$ cat src/drive_pkg.sv
// Shared constants for the drive mode-select block
package drive_pkg;
    // Clock and filter sampling
    localparam int unsigned CLK_PERIOD_NS = 4;
    localparam int unsigned FILT_SAMPLE_NS = 1000;
    localparam int unsigned FILT_SAMPLE_CYC = FILT_SAMPLE_NS / CLK_PERIOD_NS;
    localparam int unsigned REF_W = 12;
    localparam int unsigned PRM_W = 16;
    // Parameter numbers
    localparam logic [7:0] PRM_FILT = 8'h4A;
    localparam logic [7:0] PRM_RSTSEL = 8'h4B;
    localparam logic [7:0] PRM_ALMSEL = 8'h4C;
    localparam logic [7:0] PRM_WPROT = 8'h4D;
    localparam logic [7:0] PRM_DIRINH = 8'h4E;
    localparam logic [7:0] PRM_OPSRC = 8'h4F;
    localparam logic [7:0] PRM_MCAP = 8'h50;
    localparam logic [7:0] PRM_POLES = 8'h51;
    localparam logic [7:0] PRM_MON_LO = 8'h33;
    localparam logic [7:0] PRM_MON_HI = 8'h38;
    localparam int unsigned PRM_CNT = 8;
    // Parameter reset values
    localparam logic [15:0] RST_FILT = 16'h0001;
    localparam logic [15:0] RST_ZERO = 16'h0000;
    // Register byte offsets
    localparam logic [7:0] REG_CTRL = 8'h00;
    localparam logic [7:0] REG_STAT = 8'h04;
    localparam logic [7:0] REG_MASK = 8'h08;
    localparam logic [7:0] REG_STATE = 8'h0C;
    localparam logic [7:0] REG_PRM = 8'h20;
    // Field positions
    localparam int unsigned CTRL_EXT = 0;
    localparam int unsigned EV_REFUSED = 0;
    localparam int unsigned EV_KP_LOSS = 1;
    localparam int unsigned EV_RESET = 2;
    localparam int unsigned EV_DIR = 3;
    localparam int unsigned EV_W = 4;
    // Operation-source settings
    localparam logic [15:0] OPS_SWITCH = 16'h0000;
    localparam logic [15:0] OPS_KEYPAD = 16'h0001;
    localparam logic [15:0] OPS_EXT = 16'h0002;
    localparam logic [15:0] OPS_KPFREQ = 16'h0003;
    localparam logic [15:0] OPS_EXTFREQ = 16'h0004;
    localparam logic [15:0] OPS_SWITCH2 = 16'h0006;

    // Pole settings that run vector control without a second function
    function automatic logic poles_plain(input logic [15:0] p);
        return p == 16'h0002 || p == 16'h0004 || p == 16'h0006;
    endfunction

    // Pole settings that fall back to V/F on the second-function input
    function automatic logic poles_dual(input logic [15:0] p);
        return p == 16'h000C || p == 16'h000E || p == 16'h0010;
    endfunction
endpackage

$ cat src/ref_filter.sv
// First-order low-pass filter for the speed-reference input
`timescale 1ns/10ps
module ref_filter (
    // Clock and reset
    input wire logic clk_i,
    input wire logic rst_i,
    // Data
    input wire logic [drive_pkg::REF_W-1:0] ref_i,
    input wire logic [3:0] shift_i,
    output logic [drive_pkg::REF_W-1:0] ref_o
);
    import drive_pkg::*;

    typedef struct packed {
        logic [7:0] div;
        logic [27:0] acc;
    } filt_t;

    filt_t s;
    filt_t next_s;
    logic signed [28:0] diff;

    // Larger shift gives stronger noise rejection but slower response
    always_comb begin
        next_s = s;
        diff = $signed({1'b0, ref_i, 16'h0000}) - $signed({1'b0, s.acc});
        if (s.div == 8'(FILT_SAMPLE_CYC - 1)) begin
            next_s.div = 8'h00;
            next_s.acc = 28'(s.acc + 28'(diff >>> shift_i));
        end else begin
            next_s.div = 8'(s.div + 8'h01);
        end
    end

    // State register
    always_ff @(posedge clk_i) begin
        if (rst_i) begin
            s <= '0;
        end else begin
            s <= next_s;
        end
    end

    assign ref_o = s.acc[27:16];
endmodule // ref_filter

$ cat src/write_guard.sv
// Decides whether a keypad parameter write may be stored
`timescale 1ns/10ps
module write_guard (
    // Request
    input wire logic [7:0] num_i,
    input wire logic [15:0] data_i,
    // Device state
    input wire logic [15:0] wprot_i,
    input wire logic running_i,
    input wire logic ext_mode_i,
    // Verdict
    output logic accept_o
);
    import drive_pkg::*;

    logic allowed;
    logic value_ok;
    logic run_locked;

    // Protection decision, external mode lock first
    always_comb begin
        run_locked = num_i == 8'h17 || num_i == 8'h30 || num_i == 8'h31 ||
            num_i == 8'h3C || num_i == 8'h42 || num_i == 8'h47 ||
            (num_i >= PRM_OPSRC && num_i <= PRM_POLES);
        if (ext_mode_i) begin
            allowed = num_i == PRM_OPSRC;
        end else if (num_i >= PRM_MON_LO && num_i <= PRM_MON_HI) begin
            allowed = 1'b1;
        end else begin
            case (wprot_i)
                16'h0000: allowed = !running_i;
                16'h0001: allowed = num_i == PRM_WPROT || num_i == PRM_OPSRC;
                16'h0002: allowed = !(running_i && run_locked);
                default: allowed = 1'b0;
            endcase
        end
    end

    // Value range of the settings held in this block
    always_comb begin
        case (num_i)
            PRM_RSTSEL: value_ok = data_i <= 16'h0003;
            PRM_ALMSEL, PRM_WPROT, PRM_DIRINH: value_ok = data_i <= 16'h0002;
            PRM_OPSRC: value_ok = data_i <= OPS_EXTFREQ || data_i == OPS_SWITCH2;
            PRM_POLES: value_ok = data_i == 16'h0000 || poles_plain(data_i) ||
                poles_dual(data_i);
            default: value_ok = 1'b1;
        endcase
    end

    assign accept_o = allowed && value_ok;
endmodule // write_guard

$ cat src/drive_mode_ctrl.sv
// Drive control and mode-select core with Wishbone registers
//
// The placing of the registers and the Wishbone register port were decided locally.
`timescale 1ns/10ps
module drive_mode_ctrl (
    // Clock and reset
    input wire logic clk_i,
    input wire logic rst_i,
    // Wishbone slave
    input wire logic wb_cyc_i,
    input wire logic wb_stb_i,
    input wire logic wb_we_i,
    input wire logic [7:0] wb_adr_i,
    input wire logic [3:0] wb_sel_i,
    input wire logic [31:0] wb_dat_i,
    output logic [31:0] wb_dat_o,
    output logic wb_ack_o,
    output logic irq_o,
    // Keypad parameter port
    input wire logic kp_wr_i,
    input wire logic [7:0] kp_num_i,
    input wire logic [15:0] kp_data_i,
    output logic kp_ack_o,
    output logic kp_refused_o,
    input wire logic keypad_unit_present_i,
    input wire logic kp_fwd_i,
    input wire logic kp_rev_i,
    input wire logic kp_jog_i,
    // External terminals
    input wire logic ext_reset_in_i,
    input wire logic fwd_run_in_i,
    input wire logic rev_run_in_i,
    input wire logic jog_in_i,
    input wire logic second_function_in_i,
    input wire logic [drive_pkg::REF_W-1:0] ref_in_i,
    // Drive state
    input wire logic running_i,
    input wire logic trip_i,
    input wire logic alarm_i,
    input wire logic [3:0] alarm_code_i,
    input wire logic [3:0] norm_status_i,
    // Drive commands
    output logic fwd_cmd_o,
    output logic rev_cmd_o,
    output logic jog_cmd_o,
    output logic freq_from_keypad_o,
    output logic [drive_pkg::REF_W-1:0] ref_filt_o,
    output logic output_off_o,
    output logic accum_clear_o,
    output logic coast_o,
    output logic trip_reset_o,
    output logic kp_err_o,
    output logic vector_mode_o,
    output logic second_accel_o,
    // Status outputs
    output logic up_to_speed_out_o,
    output logic power_fail_out_o,
    output logic overload_out_o,
    output logic freq_detect_out_o
);
    import drive_pkg::*;

    typedef struct packed {
        logic [PRM_CNT-1:0][PRM_W-1:0] prm;
        logic ext_sel;
        logic [EV_W-1:0] stat;
        logic [EV_W-1:0] mask;
        logic [31:0] dat;
        logic ack;
        logic irq;
        logic kp_ack;
        logic kp_ref;
        logic sec_lat;
        logic kp_err;
        logic [2:0] cmd;
        logic freq_kp;
        logic [REF_W-1:0] ref_q;
        logic off;
        logic acc_clr;
        logic coast;
        logic trip_rst;
        logic vec;
        logic sec_acc;
        logic [3:0] sts;
    } state_t;

    state_t s;
    state_t next_s;
    logic [REF_W-1:0] ref_f;
    logic accept;
    logic ext_mode;
    logic start_ext;
    logic freq_ext;
    logic rst_ok;
    logic rst_act;
    logic [7:0] widx;
    logic [EV_W-1:0] ev;
    logic [2:0] raw;
    logic [15:0] rsel;
    logic [15:0] asel;
    logic [15:0] dinh;
    logic [15:0] ops;
    logic [15:0] poles;
    logic bus_rd;
    logic bus_wr;

    // Reference filter with a time constant from parameter 74
    ref_filter u_filter (
        .clk_i(clk_i),
        .rst_i(rst_i),
        .ref_i(ref_in_i),
        .shift_i(s.prm[0][3:0]),
        .ref_o(ref_f)
    );

    // Keypad write protection
    write_guard u_guard (
        .num_i(kp_num_i),
        .data_i(kp_data_i),
        .wprot_i(s.prm[3]),
        .running_i(running_i),
        .ext_mode_i(ext_mode),
        .accept_o(accept)
    );

    // Decoded settings and source selection
    always_comb begin
        rsel = s.prm[1];
        asel = s.prm[2];
        dinh = s.prm[4];
        ops = s.prm[5];
        poles = s.prm[7];
        widx = 8'(kp_num_i - PRM_FILT);
        ext_mode = ops == OPS_EXT ||
            ((ops == OPS_SWITCH || ops == OPS_SWITCH2) && s.ext_sel);
        start_ext = ext_mode || ops == OPS_KPFREQ;
        freq_ext = ext_mode || ops == OPS_EXTFREQ;
        rst_ok = !rsel[0] || trip_i;
        rst_act = ext_reset_in_i && rst_ok;
        raw = start_ext ? {jog_in_i, rev_run_in_i, fwd_run_in_i}
            : {kp_jog_i, kp_rev_i, kp_fwd_i};
        bus_rd = wb_cyc_i && wb_stb_i && !s.ack && !wb_we_i;
        bus_wr = wb_cyc_i && wb_stb_i && !s.ack && wb_we_i;
    end

    // Next state of the whole block
    always_comb begin
        next_s = s;
        ev = '0;
        // Keypad writes, refused ones leave the store alone
        next_s.kp_ack = kp_wr_i;
        next_s.kp_ref = kp_wr_i && !accept;
        if (kp_wr_i && accept && kp_num_i >= PRM_FILT && kp_num_i <= PRM_POLES) begin
            next_s.prm[widx[2:0]] = kp_data_i;
        end
        ev[EV_REFUSED] = kp_wr_i && !accept;
        // Keypad loss; a later accepted reset clears it
        if (rsel[1] && !keypad_unit_present_i) begin
            next_s.kp_err = 1'b1;
        end else if (rst_act) begin
            next_s.kp_err = 1'b0;
        end
        ev[EV_KP_LOSS] = rsel[1] && !keypad_unit_present_i && !s.kp_err;
        // Reset input effects
        next_s.off = rst_act || next_s.kp_err;
        next_s.acc_clr = rst_act;
        next_s.coast = rst_act && running_i;
        next_s.trip_rst = rst_act && trip_i;
        ev[EV_RESET] = rst_act && !s.acc_clr;
        // Forward and reverse commands gated by direction inhibit, whatever their source; jog only by output off
        next_s.cmd[0] = raw[0] && dinh != 16'h0002 && !next_s.off;
        next_s.cmd[1] = raw[1] && dinh != 16'h0001 && !next_s.off;
        next_s.cmd[2] = raw[2] && !next_s.off;
        ev[EV_DIR] = (raw[0] && dinh == 16'h0002) || (raw[1] && dinh == 16'h0001);
        next_s.freq_kp = !freq_ext;
        next_s.ref_q = ref_f;
        // Second function is taken only while stopped
        if (!running_i) begin
            next_s.sec_lat = second_function_in_i;
        end
        next_s.vec = poles_plain(poles) || (poles_dual(poles) && !s.sec_lat);
        next_s.sec_acc = poles_dual(poles) && s.sec_lat;
        // Status terminal multiplexer
        case (asel)
            16'h0001: next_s.sts = alarm_code_i;
            16'h0002: next_s.sts = alarm_i ? alarm_code_i : norm_status_i;
            default: next_s.sts = norm_status_i;
        endcase
        // Wishbone slave, one wait state, ack for one cycle
        next_s.ack = wb_cyc_i && wb_stb_i && !s.ack;
        next_s.dat = '0;
        if (bus_rd) begin
            case (wb_adr_i)
                REG_CTRL: next_s.dat[CTRL_EXT] = s.ext_sel;
                REG_STAT: next_s.dat[EV_W-1:0] = s.stat;
                REG_MASK: next_s.dat[EV_W-1:0] = s.mask;
                REG_STATE: next_s.dat[7:0] = {s.sec_acc, s.vec, s.kp_err, s.off,
                    start_ext, freq_ext, s.trip_rst, s.coast};
                default: begin
                    if (wb_adr_i >= REG_PRM && wb_adr_i[1:0] == 2'b00 &&
                        wb_adr_i < 8'(REG_PRM + 8'(PRM_CNT * 4))) begin
                        next_s.dat[15:0] = s.prm[wb_adr_i[4:2]];
                    end
                end
            endcase
        end
        if (bus_wr && wb_sel_i[0]) begin
            case (wb_adr_i)
                REG_CTRL: next_s.ext_sel = wb_dat_i[CTRL_EXT];
                REG_MASK: next_s.mask = wb_dat_i[EV_W-1:0];
                default: next_s.mask = s.mask;
            endcase
        end
        // Sticky events; a read clears, but a new event wins
        if (bus_rd && wb_adr_i == REG_STAT) begin
            next_s.stat = ev;
        end else begin
            next_s.stat = s.stat | ev;
        end
        next_s.irq = |(next_s.stat & next_s.mask);
    end

    // State register
    always_ff @(posedge clk_i) begin
        if (rst_i) begin
            s <= '0;
            s.prm[0] <= RST_FILT;
        end else begin
            s <= next_s;
        end
    end

    // Outputs straight from state
    assign wb_dat_o = s.dat;
    assign wb_ack_o = s.ack;
    assign irq_o = s.irq;
    assign kp_ack_o = s.kp_ack;
    assign kp_refused_o = s.kp_ref;
    assign fwd_cmd_o = s.cmd[0];
    assign rev_cmd_o = s.cmd[1];
    assign jog_cmd_o = s.cmd[2];
    assign freq_from_keypad_o = s.freq_kp;
    assign ref_filt_o = s.ref_q;
    assign output_off_o = s.off;
    assign accum_clear_o = s.acc_clr;
    assign coast_o = s.coast;
    assign trip_reset_o = s.trip_rst;
    assign kp_err_o = s.kp_err;
    assign vector_mode_o = s.vec;
    assign second_accel_o = s.sec_acc;
    assign up_to_speed_out_o = s.sts[3];
    assign power_fail_out_o = s.sts[2];
    assign overload_out_o = s.sts[1];
    assign freq_detect_out_o = s.sts[0];

    // Checks next to the logic
    a_ack_single_pulse: assert property (@(posedge clk_i) disable iff (rst_i)
        wb_ack_o |=> !wb_ack_o) else $error("ack held two cycles");
    a_refused_keeps_value: assert property (@(posedge clk_i) disable iff (rst_i)
        kp_refused_o |-> s.prm == $past(s.prm)) else $error("refused write stored");
    a_refused_when_locked: assert property (@(posedge clk_i) disable iff (rst_i)
        (kp_wr_i && s.prm[3] == 16'h0001 && kp_num_i == PRM_DIRINH && !ext_mode)
        |=> kp_ack_o && kp_refused_o) else $error("locked write taken");
    a_stop_only_write: assert property (@(posedge clk_i) disable iff (rst_i)
        (kp_wr_i && s.prm[3] == 16'h0000 && running_i && kp_num_i == PRM_ALMSEL)
        |=> kp_refused_o) else $error("write while running");
    a_monitor_any_time: assert property (@(posedge clk_i) disable iff (rst_i)
        (kp_wr_i && kp_num_i >= PRM_MON_LO && kp_num_i <= PRM_MON_HI && !ext_mode)
        |=> !kp_refused_o)
        else $error("monitor write refused");
    a_no_reverse_cmd: assert property (@(posedge clk_i) disable iff (rst_i)
        $past(dinh) == 16'h0001 |-> !rev_cmd_o) else $error("reverse not blocked");
    a_no_forward_cmd: assert property (@(posedge clk_i) disable iff (rst_i)
        $past(dinh) == 16'h0002 |-> !fwd_cmd_o) else $error("forward not blocked");
    a_reset_hold_off: assert property (@(posedge clk_i) disable iff (rst_i)
        (ext_reset_in_i && !rsel[0] && running_i) |=> output_off_o && accum_clear_o && coast_o)
        else $error("reset did not shut off");
    a_reset_gated_trip: assert property (@(posedge clk_i) disable iff (rst_i)
        (rsel[0] && !trip_i) |=> !accum_clear_o) else $error("reset taken without trip");
    a_keypad_loss_err: assert property (@(posedge clk_i) disable iff (rst_i)
        (rsel[1] && !keypad_unit_present_i) |=> kp_err_o ##0 output_off_o)
        else $error("keypad loss missed");
    a_alarm_code_out: assert property (@(posedge clk_i) disable iff (rst_i)
        asel == 16'h0001 |=> {up_to_speed_out_o, power_fail_out_o, overload_out_o,
        freq_detect_out_o} == $past(alarm_code_i)) else $error("alarm code wrong");
    // A status read with no new event must drop the interrupt on the next cycle
    a_irq_read_clear: assert property (@(posedge clk_i) disable iff (rst_i)
        (bus_rd && wb_adr_i == REG_STAT && ev == '0) |=> !irq_o)
        else $error("irq not cleared by read");
endmodule // drive_mode_ctrl

$ cat config.mk
export PLATFORM = sky130hd
export DESIGN_NAME = drive_mode_ctrl
export DESIGN_NICKNAME = d
export VERILOG_FILES = /design/src/drive_pkg.sv /design/src/ref_filter.sv /design/src/write_guard.sv /design/src/drive_mode_ctrl.sv
export SDC_FILE = /design/constraint.sdc
export NUM_CORES = 1
export LEC_CHECK = 0
export ABC_AREA = 0
export ABC_CLOCK_PERIOD_IN_PS = 8390
export BUFFER_PORTS_ARGS = -buffer_cell sky130_fd_sc_hd__buf_2
export CAP_MARGIN = 20
export CORE_UTILIZATION = 45
export CTS_CLUSTER_DIAMETER = 40
export DETAILED_ROUTE_END_ITERATION = 8
export PLACE_DENSITY = 0.69
export SETUP_SLACK_MARGIN = 0.1
export SYNTH_ARGS = -nofsm -noshare
export SYNTH_HDL_FRONTEND = slang
export SYNTH_SLANG_ARGS = --single-unit
$ cat constraint.sdc
create_clock -name clk_i -period 8.39 [get_ports clk_i]
set_input_delay 0.839 -clock clk_i [delete_from_list [all_inputs] [get_ports clk_i]]
set_output_delay 0.839 -clock clk_i [all_outputs]
set_load 0.01 [all_outputs]
; ---- Word level (Yosys, flattened, before mapping)
; Cells that the tools add are included.
[classes]
n_addsub = 4
n_lt_le_gt_ge = 13
eq_ne = 40
shifts = 1
muxes = 21
n_bitwise = 4
reduce_logical = 83
[op_table]
columns = cell, count
row1 = $bwmux 128, 1
row2 = $eq 16x2->1 const B, 7
row3 = $eq 16x3->1 const B, 6
row4 = $eq 16x4->1 const B, 4
row5 = $eq 8x7->1 const B, 8
row6 = $bmux 16 s3, 1
row7 = $demux 16 s3, 1
row8 = $eq 16x1->1 const B, 3
row9 = $logic_not 16->1, 3
row10 = $mux 16, 3
row11 = $logic_and 1x1->1, 33
row12 = $eq 16x5->1 const B, 2
row13 = $le 16x2->1 const B, 2
row14 = $sshr 29x4->28, 1
row15 = $sub 28x28->29, 1
row16 = $add 28x28->28, 1
row17 = $logic_or 1x1->1, 26
row18 = $eq 8x6->1 const B, 3
row19 = $eq 8x4->1 const B, 2
row20 = $ge 8x6->1 const B, 2
row21 = $ge 8x7->1 const B, 2
row22 = $le 16x3->1 const B, 1
row23 = $mux 4, 4
row24 = $ne 16x1->1 const B, 1
row25 = other kinds (28), 48
[totals]
register_bits = 237
in_bits = 106
output_inout_bits = 63
word_cells = 198

; ---- Logic depth before layout (Yosys ltp)
; Gate-level depths: netlist of the first run.
[logic_depth]
ltp_word = 19
ltp_mapped = 23
depth_no_buf = 21

; ---- By module
; A second synthesis of the first run with hierarchy kept.
[hier_totals]
cells_unflattened = 1577
hier_area_um2 = 13905.8
[by_module_without_submodules]
columns = module, n_inst, cells_per_inst, area_each_um2, seq_area_each_um2
row1 = drive_mode_ctrl, 1, 775, 8155.3, 3703.6
row2 = ref_filter, 1, 744, 5367.6, 720.7
row3 = write_guard, 1, 58, 382.9, 0.0

; ---- Worst setup path before layout of the first run
; No wires, ideal clock.
[synth_path]
path_type = input to register
startpoint = input ref_in_i[0] in the netlist's numbering
endpoint = register u_filter.s (netlist bit u_filter.ref_o[11])
setup_time_ns = 0.123
arrival_ns = 5.241
required_time_ns = 8.267
setup_slack_ns = 3.025
path_stages = 21
n_path_buf = 1
path_cell_list = ha_1 -> nor3b_1 -> nand3_1 -> o21ai_0 -> a21oi_1 -> xnor2_1 -> mux4_2 -> mux2_2 -> nand2_1 -> o21ai_1 -> ha_1 -> clkbuf_1 -> a211oi_1 -> nor2_1 -> nor3_1 -> a21oi_1 -> o41ai_1 -> o21bai_1 -> o41ai_1 -> mux2i_1 -> mux2_1
[synth_via]
elab_chain_cells = 3
[synth_rtl]
columns = item, line
row1 = start: declaration, drive_mode_ctrl.sv:35  ; input wire logic [drive_pkg::REF_W-1:0] ref_in_i,
row2 = $sub 28x28->29, ref_filter.sv:26  ; diff = $signed({1'b0, ref_i, 16'h0000}) - $signed({1'b0, s.acc});
row3 = $sshr 29x4->28, ref_filter.sv:29  ; next_s.acc = 28'(s.acc + 28'(diff >>> shift_i));
row4 = $add 28x28->28, ref_filter.sv:29
row5 = end signal: assignment, ref_filter.sv:40  ; s <= next_s;
row6 = end: declaration, ref_filter.sv:19  ; filt_t s;
; No other way between the ends.
; A chain may end at the register's enable or synchronous reset.

; ---- Worst setup path after layout of the first run
[layout_path]
startpoint = register u_filter.s[0] in the netlist's numbering
endpoint = register u_filter.s (netlist bit u_filter.ref_o[11])
[layout_via]
elab_chain_cells = 3
[layout_rtl]
columns = item, line
row1 = $sub 28x28->29, ref_filter.sv:26
row2 = $sshr 29x4->28, ref_filter.sv:29
row3 = $add 28x28->28 (*), ref_filter.sv:29
; Mark *: on every way between the ends. The rest lies on a longest branch, timed or not.

==> run_results.csv, run 1 <==
group,metric,value,unit
setup_path,required,8.76,ns
placement,dp_hpwl,22900,µm
global_routing,grt_pass1_wl,51900,µm
setup_path,cp-start-kind,"flop",
final_layout,final-seq-area,4420,µm²
sta,hold_violations,0,
sta,final.setup.tns,0,ns
final_layout,fillerInstances,2595,
synthesis,ys.flop_type,"dfxtp_1",
setup_path,crit_family,"compound AO/OA/AOI/OAI gates",
sta,tightest_slew,0.986,ns
floorplanning,die_y,170,µm
synthesis,synth_edf_count,0,
outcome,status,"finished clean",
cts,cts_hold_buf,0,
placement,place_congestion,0.903,
global_routing,grt_pass1_vias,9997,
power,p_leak,6.27,nW
sta,report.final.slew_viol_count,0,
detailed_routing,drc,0,
synthesis,synth_seq_cells,221,
setup_path,cp_max_fo,8,
synthesis,syn-cell-area,12700,µm²
power,p_comb_share,7.6,%
detailed_routing,vias,10700,
setup_path,crit_type,"reg -> reg",
hold_path,hold_depth,1,
sta,fin_crit,6.34,ns
detailed_routing,drtIter0Drc,757,
job,drv_cap,0,
final_layout,fin_nets,1637,
hold_path,hp-class,"reg -> reg",
sta,slew_headroom,34.2,%
sta,final.setup.worst_slack,2.05,ns
synthesis,syn-instance-count,1429,
setup_path,cp_slowest_stage_delay,0.52,ns
global_routing,gr-total-overflow,0,
setup_path,cp_num_cells,21,
global_routing,grt_start_max_net_pins,76,
power,vdd_drop_max,142,µV
sta,rsz0062_at_grt,"no",
floorplanning,io_pins,169,
detailed_routing,antenna_left,0,
synthesis,async_flop_share,0,%
detailed_routing,via_per_inst,5.67,
sta,fmax,158,MHz
final_layout,mostFrequentLayoutCell,"dfxtp_1",
power,seq_power_share,40.2,%
synthesis,yosysWarnings,0,
cts,clockBufferDepth,3,
synthesis,yosysUniqueCellTypes,80,
placement,place_inst,1825,
detailed_routing,wl_per_cell,17.3,µm
floorplanning,coreArea,27800,µm²
cts,clk_pin_slew,0.06,ns
placement,dpl_cell_area,13300,µm²
final_layout,utilization,51.9,%
synthesis,seq_area_frac_synth,34.7,%
cts,cts_buffers,35,
final_layout,postLayoutCellArea,14400,µm²
detailed_routing,wl,32600,µm
floorplanning,die_area,29000,µm²
global_routing,antenna_found_initial,0,
final_layout,multi_input_area,7560,µm²
detailed_routing,first_pass_iters,5,
placement,io_buffers,121,
sta,fin_crit_sh,75.5,%
cts,cts_tree,"built",
sta,skew,0.0258,ns
cts,clk_latency,0.51,ns
cts,root_buffer,"clkbuf_16",
final_layout,fin_cells,1888,
setup_path,r2r_cells,21,
cts,post_cts_resized,0,
placement,place_ws,2.09,ns
global_routing,grt_use_total,22.4,%
power,p_sw,638,µW
cts,htreeDepth,2,
power,swShare,24.1,%
floorplanning,die-width,170,µm
final_layout,syn_to_final_growth,13.3,%
final_layout,layout_common_cells,"dfxtp_1 (221), nor2_1 (168), buf_2 (120)",
power,power_density,183,nW/µm²
floorplanning,rows,61,
setup_path,cp_cell_sequence,"inv_1 -> ha_1 -> nor4b_4 -> and2_1 -> a311oi_1 -> a311oi_1 -> mux2_2 -> mux2i_1 -> mux2_2 -> nand2_1 -> o21ai_1 -> ha_1 -> a211oi_1 -> nor2_1 -> nor3_1 -> a21oi_1 -> o41ai_1 -> o21bai_1 -> o41ai_1 -> mux2i_1 -> mux2_1",
cts,post-cts-setup-buffers,0,
final_layout,antenna_cells,0,
synthesis,avgSynthCellArea,8.91,µm²
setup_path,critical-path-slowest-cell,"o41ai_1",
power,clockPowerShare,52.2,%
final_layout,drive_above_1_share,16.9,%
setup_path,worst_setup_path_end_kind,"flop",
sta,setup-violations-final,0,
floorplanning,initial_core_util,45.8,%
cts,clock_sinks,221,
setup_path,worstPathArrival,6.71,ns
setup_path,crit_buf_inv,1,
power,p_int,2.01,mW
==> cell type report <==
type	count	area share [%]
Multi-Input combinational cell	1062	52.4
Sequential cell	221	30.7
Clock buffer	43	6.56
Timing Repair Buffer	130	4.82
Tap cell	378	3.28
Clock inverter	18	1.29
Inverter	36	0.937
==> power by group through the flow <==
stage	Clock [mW]	Sequential [mW]	Combinational [mW]
floorplan	0	1.08	0.139
global placement	0	1.08	0.195
CTS	1.40	1.06	0.199
detailed placement	0	1.08	0.198
finish	1.38	1.06	0.202
global route	1.45	1.06	0.220
==> flip-flops by register name, indices dropped and copies added, names as in the netlist, 12 cells and up <==
signal	flops
u_filter.s	24
ref_filt_o	12
asel	16
ops	16
u_filter.ref_o	12
s	58
dinh	16
wb_dat_o	16
poles	16
rsel	16
==> routing by layer <==
metal / wire, µm / share of wire [%] / GRT usage [%]
met5: 0 / 0 / 0
met4: 652 / 2.0 / 5.80
met3: 1780 / 5.5 / 3.30
met2: 14700 / 45 / 35.7
met1: 15400 / 47 / 31.4
==> through the flow <==
| stage | hold WS (ns) | total power [mW] |
|---|---|---|
| floorplan | 0.425 | 1.22 |
| global placement | 0.437 | 1.28 |
| detailed placement | 0.442 | 1.28 |
| CTS | 0.456 | 2.66 |
| global route | 0.462 | 2.73 |
| finish | 0.455 | 2.64 |
==> synthesized netlist by cell type (8+ instances only) <==
| master | count | share of area (%) |
|---|---|---|
| inv_1 | 35 | 1.0 |
| dfxtp_1 | 221 | 35 |
| mux2i_1 | 113 | 8.9 |
| and2_1 | 98 | 4.8 |
| mux2_2 | 12 | 1.1 |
| nand4_1 | 8 | 0.39 |
| a21o_1 | 21 | 1.2 |
| mux4_2 | 40 | 7.1 |
| nor2_1 | 168 | 5.0 |
| nor2b_1 | 10 | 0.49 |
| xor2_1 | 17 | 1.2 |
| o21ai_0 | 42 | 1.7 |
| nand2_1 | 96 | 2.8 |
| nand3_1 | 23 | 0.90 |
| nor4_1 | 18 | 0.88 |
| a21oi_1 | 90 | 3.5 |
| o21ai_1 | 10 | 0.39 |
| and3_1 | 9 | 0.44 |
| clkbuf_1 | 58 | 1.7 |
| nand2b_1 | 13 | 0.64 |
| or3_1 | 10 | 0.49 |
| a211oi_1 | 19 | 1.1 |
| buf_2 | 13 | 0.51 |
| o21bai_1 | 8 | 0.47 |
| a31oi_1 | 12 | 0.59 |
| ha_1 | 44 | 4.3 |
| xnor2_1 | 19 | 1.3 |
| buf_4 | 45 | 2.7 |
| nor3_1 | 34 | 1.3 |
==> worst paths after layout <==
path                       from                  to  slack, ns
hold reg to reg         rsel[6]             rsel[6]       0.46
hold / removal          rsel[6]             rsel[6]       0.46
setup / recovery  u_filter.s[0]  u_filter.ref_o[11]       2.05
setup reg to reg  u_filter.s[0]  u_filter.ref_o[11]       2.05
==> logic make-up after synthesis <==
group                    count (synthesis)  synth area share [%]
adder cells (fa/ha/maj)                 45                  4.48
XOR/XNOR                                36                  2.48
other                                    1                0.0294
AO/OA/AOI/OAI                          273                  13.8
flip-flops                             221                  34.7
AND/OR/NAND/NOR                        525                  21.0
buffers and inverters                  161                  6.35
multiplexers                           167                  17.2
==> worst register-to-register path: stages, from the launching register on <==
cell      delay, ns
dfxtp_1        0.39
inv_1          0.11
ha_1           0.27
nor4b_4        0.48
and2_1         0.43
a311oi_1       0.15
a311oi_1       0.51
mux2_2         0.27
mux2i_1        0.14
mux2_2         0.34
nand2_1        0.06
o21ai_1        0.12
ha_1           0.41
a211oi_1       0.33
nor2_1         0.08
nor3_1         0.17
a21oi_1        0.27
o41ai_1        0.53
o21bai_1       0.22
o41ai_1        0.34
mux2i_1        0.28
mux2_1         0.33
No activity file was read; power rests on OpenSTA's default activity.
==> run 2, diff against run 1 <==
ABC_CLOCK_PERIOD_IN_PS = 5300   (was 8390)
PLACE_DENSITY = 0.71   (was 0.69)
clock period = 5.3 ns   (was 8.39 ns; I/O delays follow)
==> run_results.csv, run 2 (synthesized netlist as in run 1, its figures left out) <==
group,metric,value,unit
final_layout,drive_above_1_share,29.8,%
sta,slew_headroom,29.3,%
detailed_routing,via_per_inst,5.55,
setup_path,r2r_cells,26,
global_routing,gr-total-overflow,0,
final_layout,fin_nets,1774,
detailed_routing,antenna_left,0,
cts,cts_tree,"built",
sta,rsz0062_at_grt,"yes",
sta,hold_violations,0,
final_layout,final-seq-area,4450,µm²
final_layout,syn_to_final_growth,25.8,%
sta,final.setup.worst_slack,0.220,ns
final_layout,mostFrequentLayoutCell,"dfxtp_1",
detailed_routing,vias,11300,
setup_path,worst_setup_path_end_kind,"flop",
placement,place_ws,-0.324,ns
power,p_leak,7.03,nW
final_layout,multi_input_area,8090,µm²
floorplanning,die_y,170,µm
detailed_routing,drtIter0Drc,764,
sta,final.setup.tns,0,ns
cts,clock_sinks,221,
sta,fmax,197,MHz
power,power_density,265,nW/µm²
setup_path,cp-start-kind,"flop",
global_routing,use_met3,4.14,%
cts,clk_pin_slew,0.06,ns
hold_path,hold_depth,2,
setup_path,critical-path-slowest-cell,"a311o_1",
placement,dp_hpwl,25000,µm
detailed_routing,wl_per_cell,17.1,µm
cts,clk_latency,0.57,ns
floorplanning,rows,61,
global_routing,grt_use_met2,36.6,%
cts,clockBufferDepth,3,
global_routing,globalRoute.busiestLayer,"met2",
cts,htreeDepth,1,
final_layout,postLayoutCellArea,16000,µm²
cts,cts_buffers,31,
sta,report.final.slew_viol_count,0,
global_routing,grt_pass1_wl,54400,µm
setup_path,worstPathArrival,5.49,ns
placement,place_congestion,0.917,
sta,fin_crit,5.08,ns
global_routing,antenna_found_initial,8,
placement,io_buffers,121,
power,vdd_drop_max,217,µV
placement,dpl_cell_area,14200,µm²
sta,fin_crit_sh,95.8,%
job,drv_cap,0,
sta,setup-violations-final,0,
final_layout,layout_common_cells,"dfxtp_1 (212), nor2_1 (168), buf_4 (150)",
detailed_routing,drc,0,
final_layout,fillerInstances,2376,
floorplanning,io_pins,169,
sta,skew,0.0133,ns
outcome,status,"finished clean",
final_layout,fin_cells,2032,
final_layout,largest_reg_flops,58,
global_routing,grt_start_max_net_pins,51,
power,finalPower,4.25,mW
floorplanning,die_area,29000,µm²
setup_path,cp_slowest_stage_delay,0.40,ns
cts,root_buffer,"clkbuf_16",
global_routing,grt_use_total,23.3,%
floorplanning,initial_core_util,45.8,%
placement,place_inst,1956,
global_routing,grt_pass1_vias,10600,
setup_path,required,5.71,ns
floorplanning,coreArea,27800,µm²
setup_path,cp_common_cell,"buf_4",
final_layout,largest_register,"s",
detailed_routing,wl,34800,µm
detailed_routing,first_pass_iters,9,
sta,tightest_slew,1.06,ns
hold_path,hp-class,"in -> reg",
final_layout,largest_registers,"s: 58 flops, u_filter.s: 24 flops",
setup_path,crit_type,"reg -> reg",
global_routing,grtUsageMet1,32.7,%
setup_path,cp_max_fo,6,
floorplanning,die-width,170,µm
[run 2: metrics by stage]
step / utilization (%) / hold WS (ns)
2_1_floorplan: - / 0.425
3_3_place_gp: 51.3 / 0.437
3_5_place_dp: 51.3 / 0.442
4_1_cts: 55.5 / 0.174
5_1_grt: 57.6 / 0.195
6_report: 57.7 / 0.197
[run 2: power by group]
part / internal [mW] / switching (mW)
sequential: 1.67 / 0.00599
combinational: 0.175 / 0.214
clock: 1.32 / 0.865
total: 3.16 / 1.09
[run 2: critical path: cells and delay by family (launching register included)]
family / cells / cell delay [ns]
AND/OR/NAND/NOR: 5 / 0.55
AO/OA/AOI/OAI: 12 / 2.51
multiplexers: 1 / 0.15
adder cells (fa/ha/maj): 2 / 0.51
flip-flops: 1 / 0.37
buffers and inverters: 6 / 0.83
[run 2: what timing repair did]
item | in CTS | in global routing
endpoints found under the setup margin | 6 | 14
resized for setup | 11 | 111
pin swaps | 3 | 37
setup buffers | 1 | 11
hold buffers | 0 | 0
gates cloned | 0 | 0
[run 2: metal layers]
layer	vias up	part of all wire, %
met3	60	6.2
met1	5398	46
met5	-	0.055
met4	4	2.3
met2	333	45
li1	5473	-
[run 2: final timing paths]
kind         slack (ns)            endpoint     startpoint
min reg2reg        0.46             rsel[7]        rsel[7]
min                0.20        trip_reset_o         trip_i
max reg2reg        0.22  u_filter.ref_o[10]  u_filter.s[0]
max                0.22  u_filter.ref_o[10]  u_filter.s[0]
[run 2: layout make-up]
| cell class | count | area share (%) |
|---|---|---|
| antenna | 7 | 0.109 |
| clock buffer | 35 | 5.19 |
| clock inverter | 22 | 1.76 |
| inverter | 36 | 0.844 |
| multi-input combinational | 1062 | 50.5 |
| sequential | 221 | 27.8 |
| tap | 378 | 2.95 |
| timing repair buffer | 271 | 10.9 |
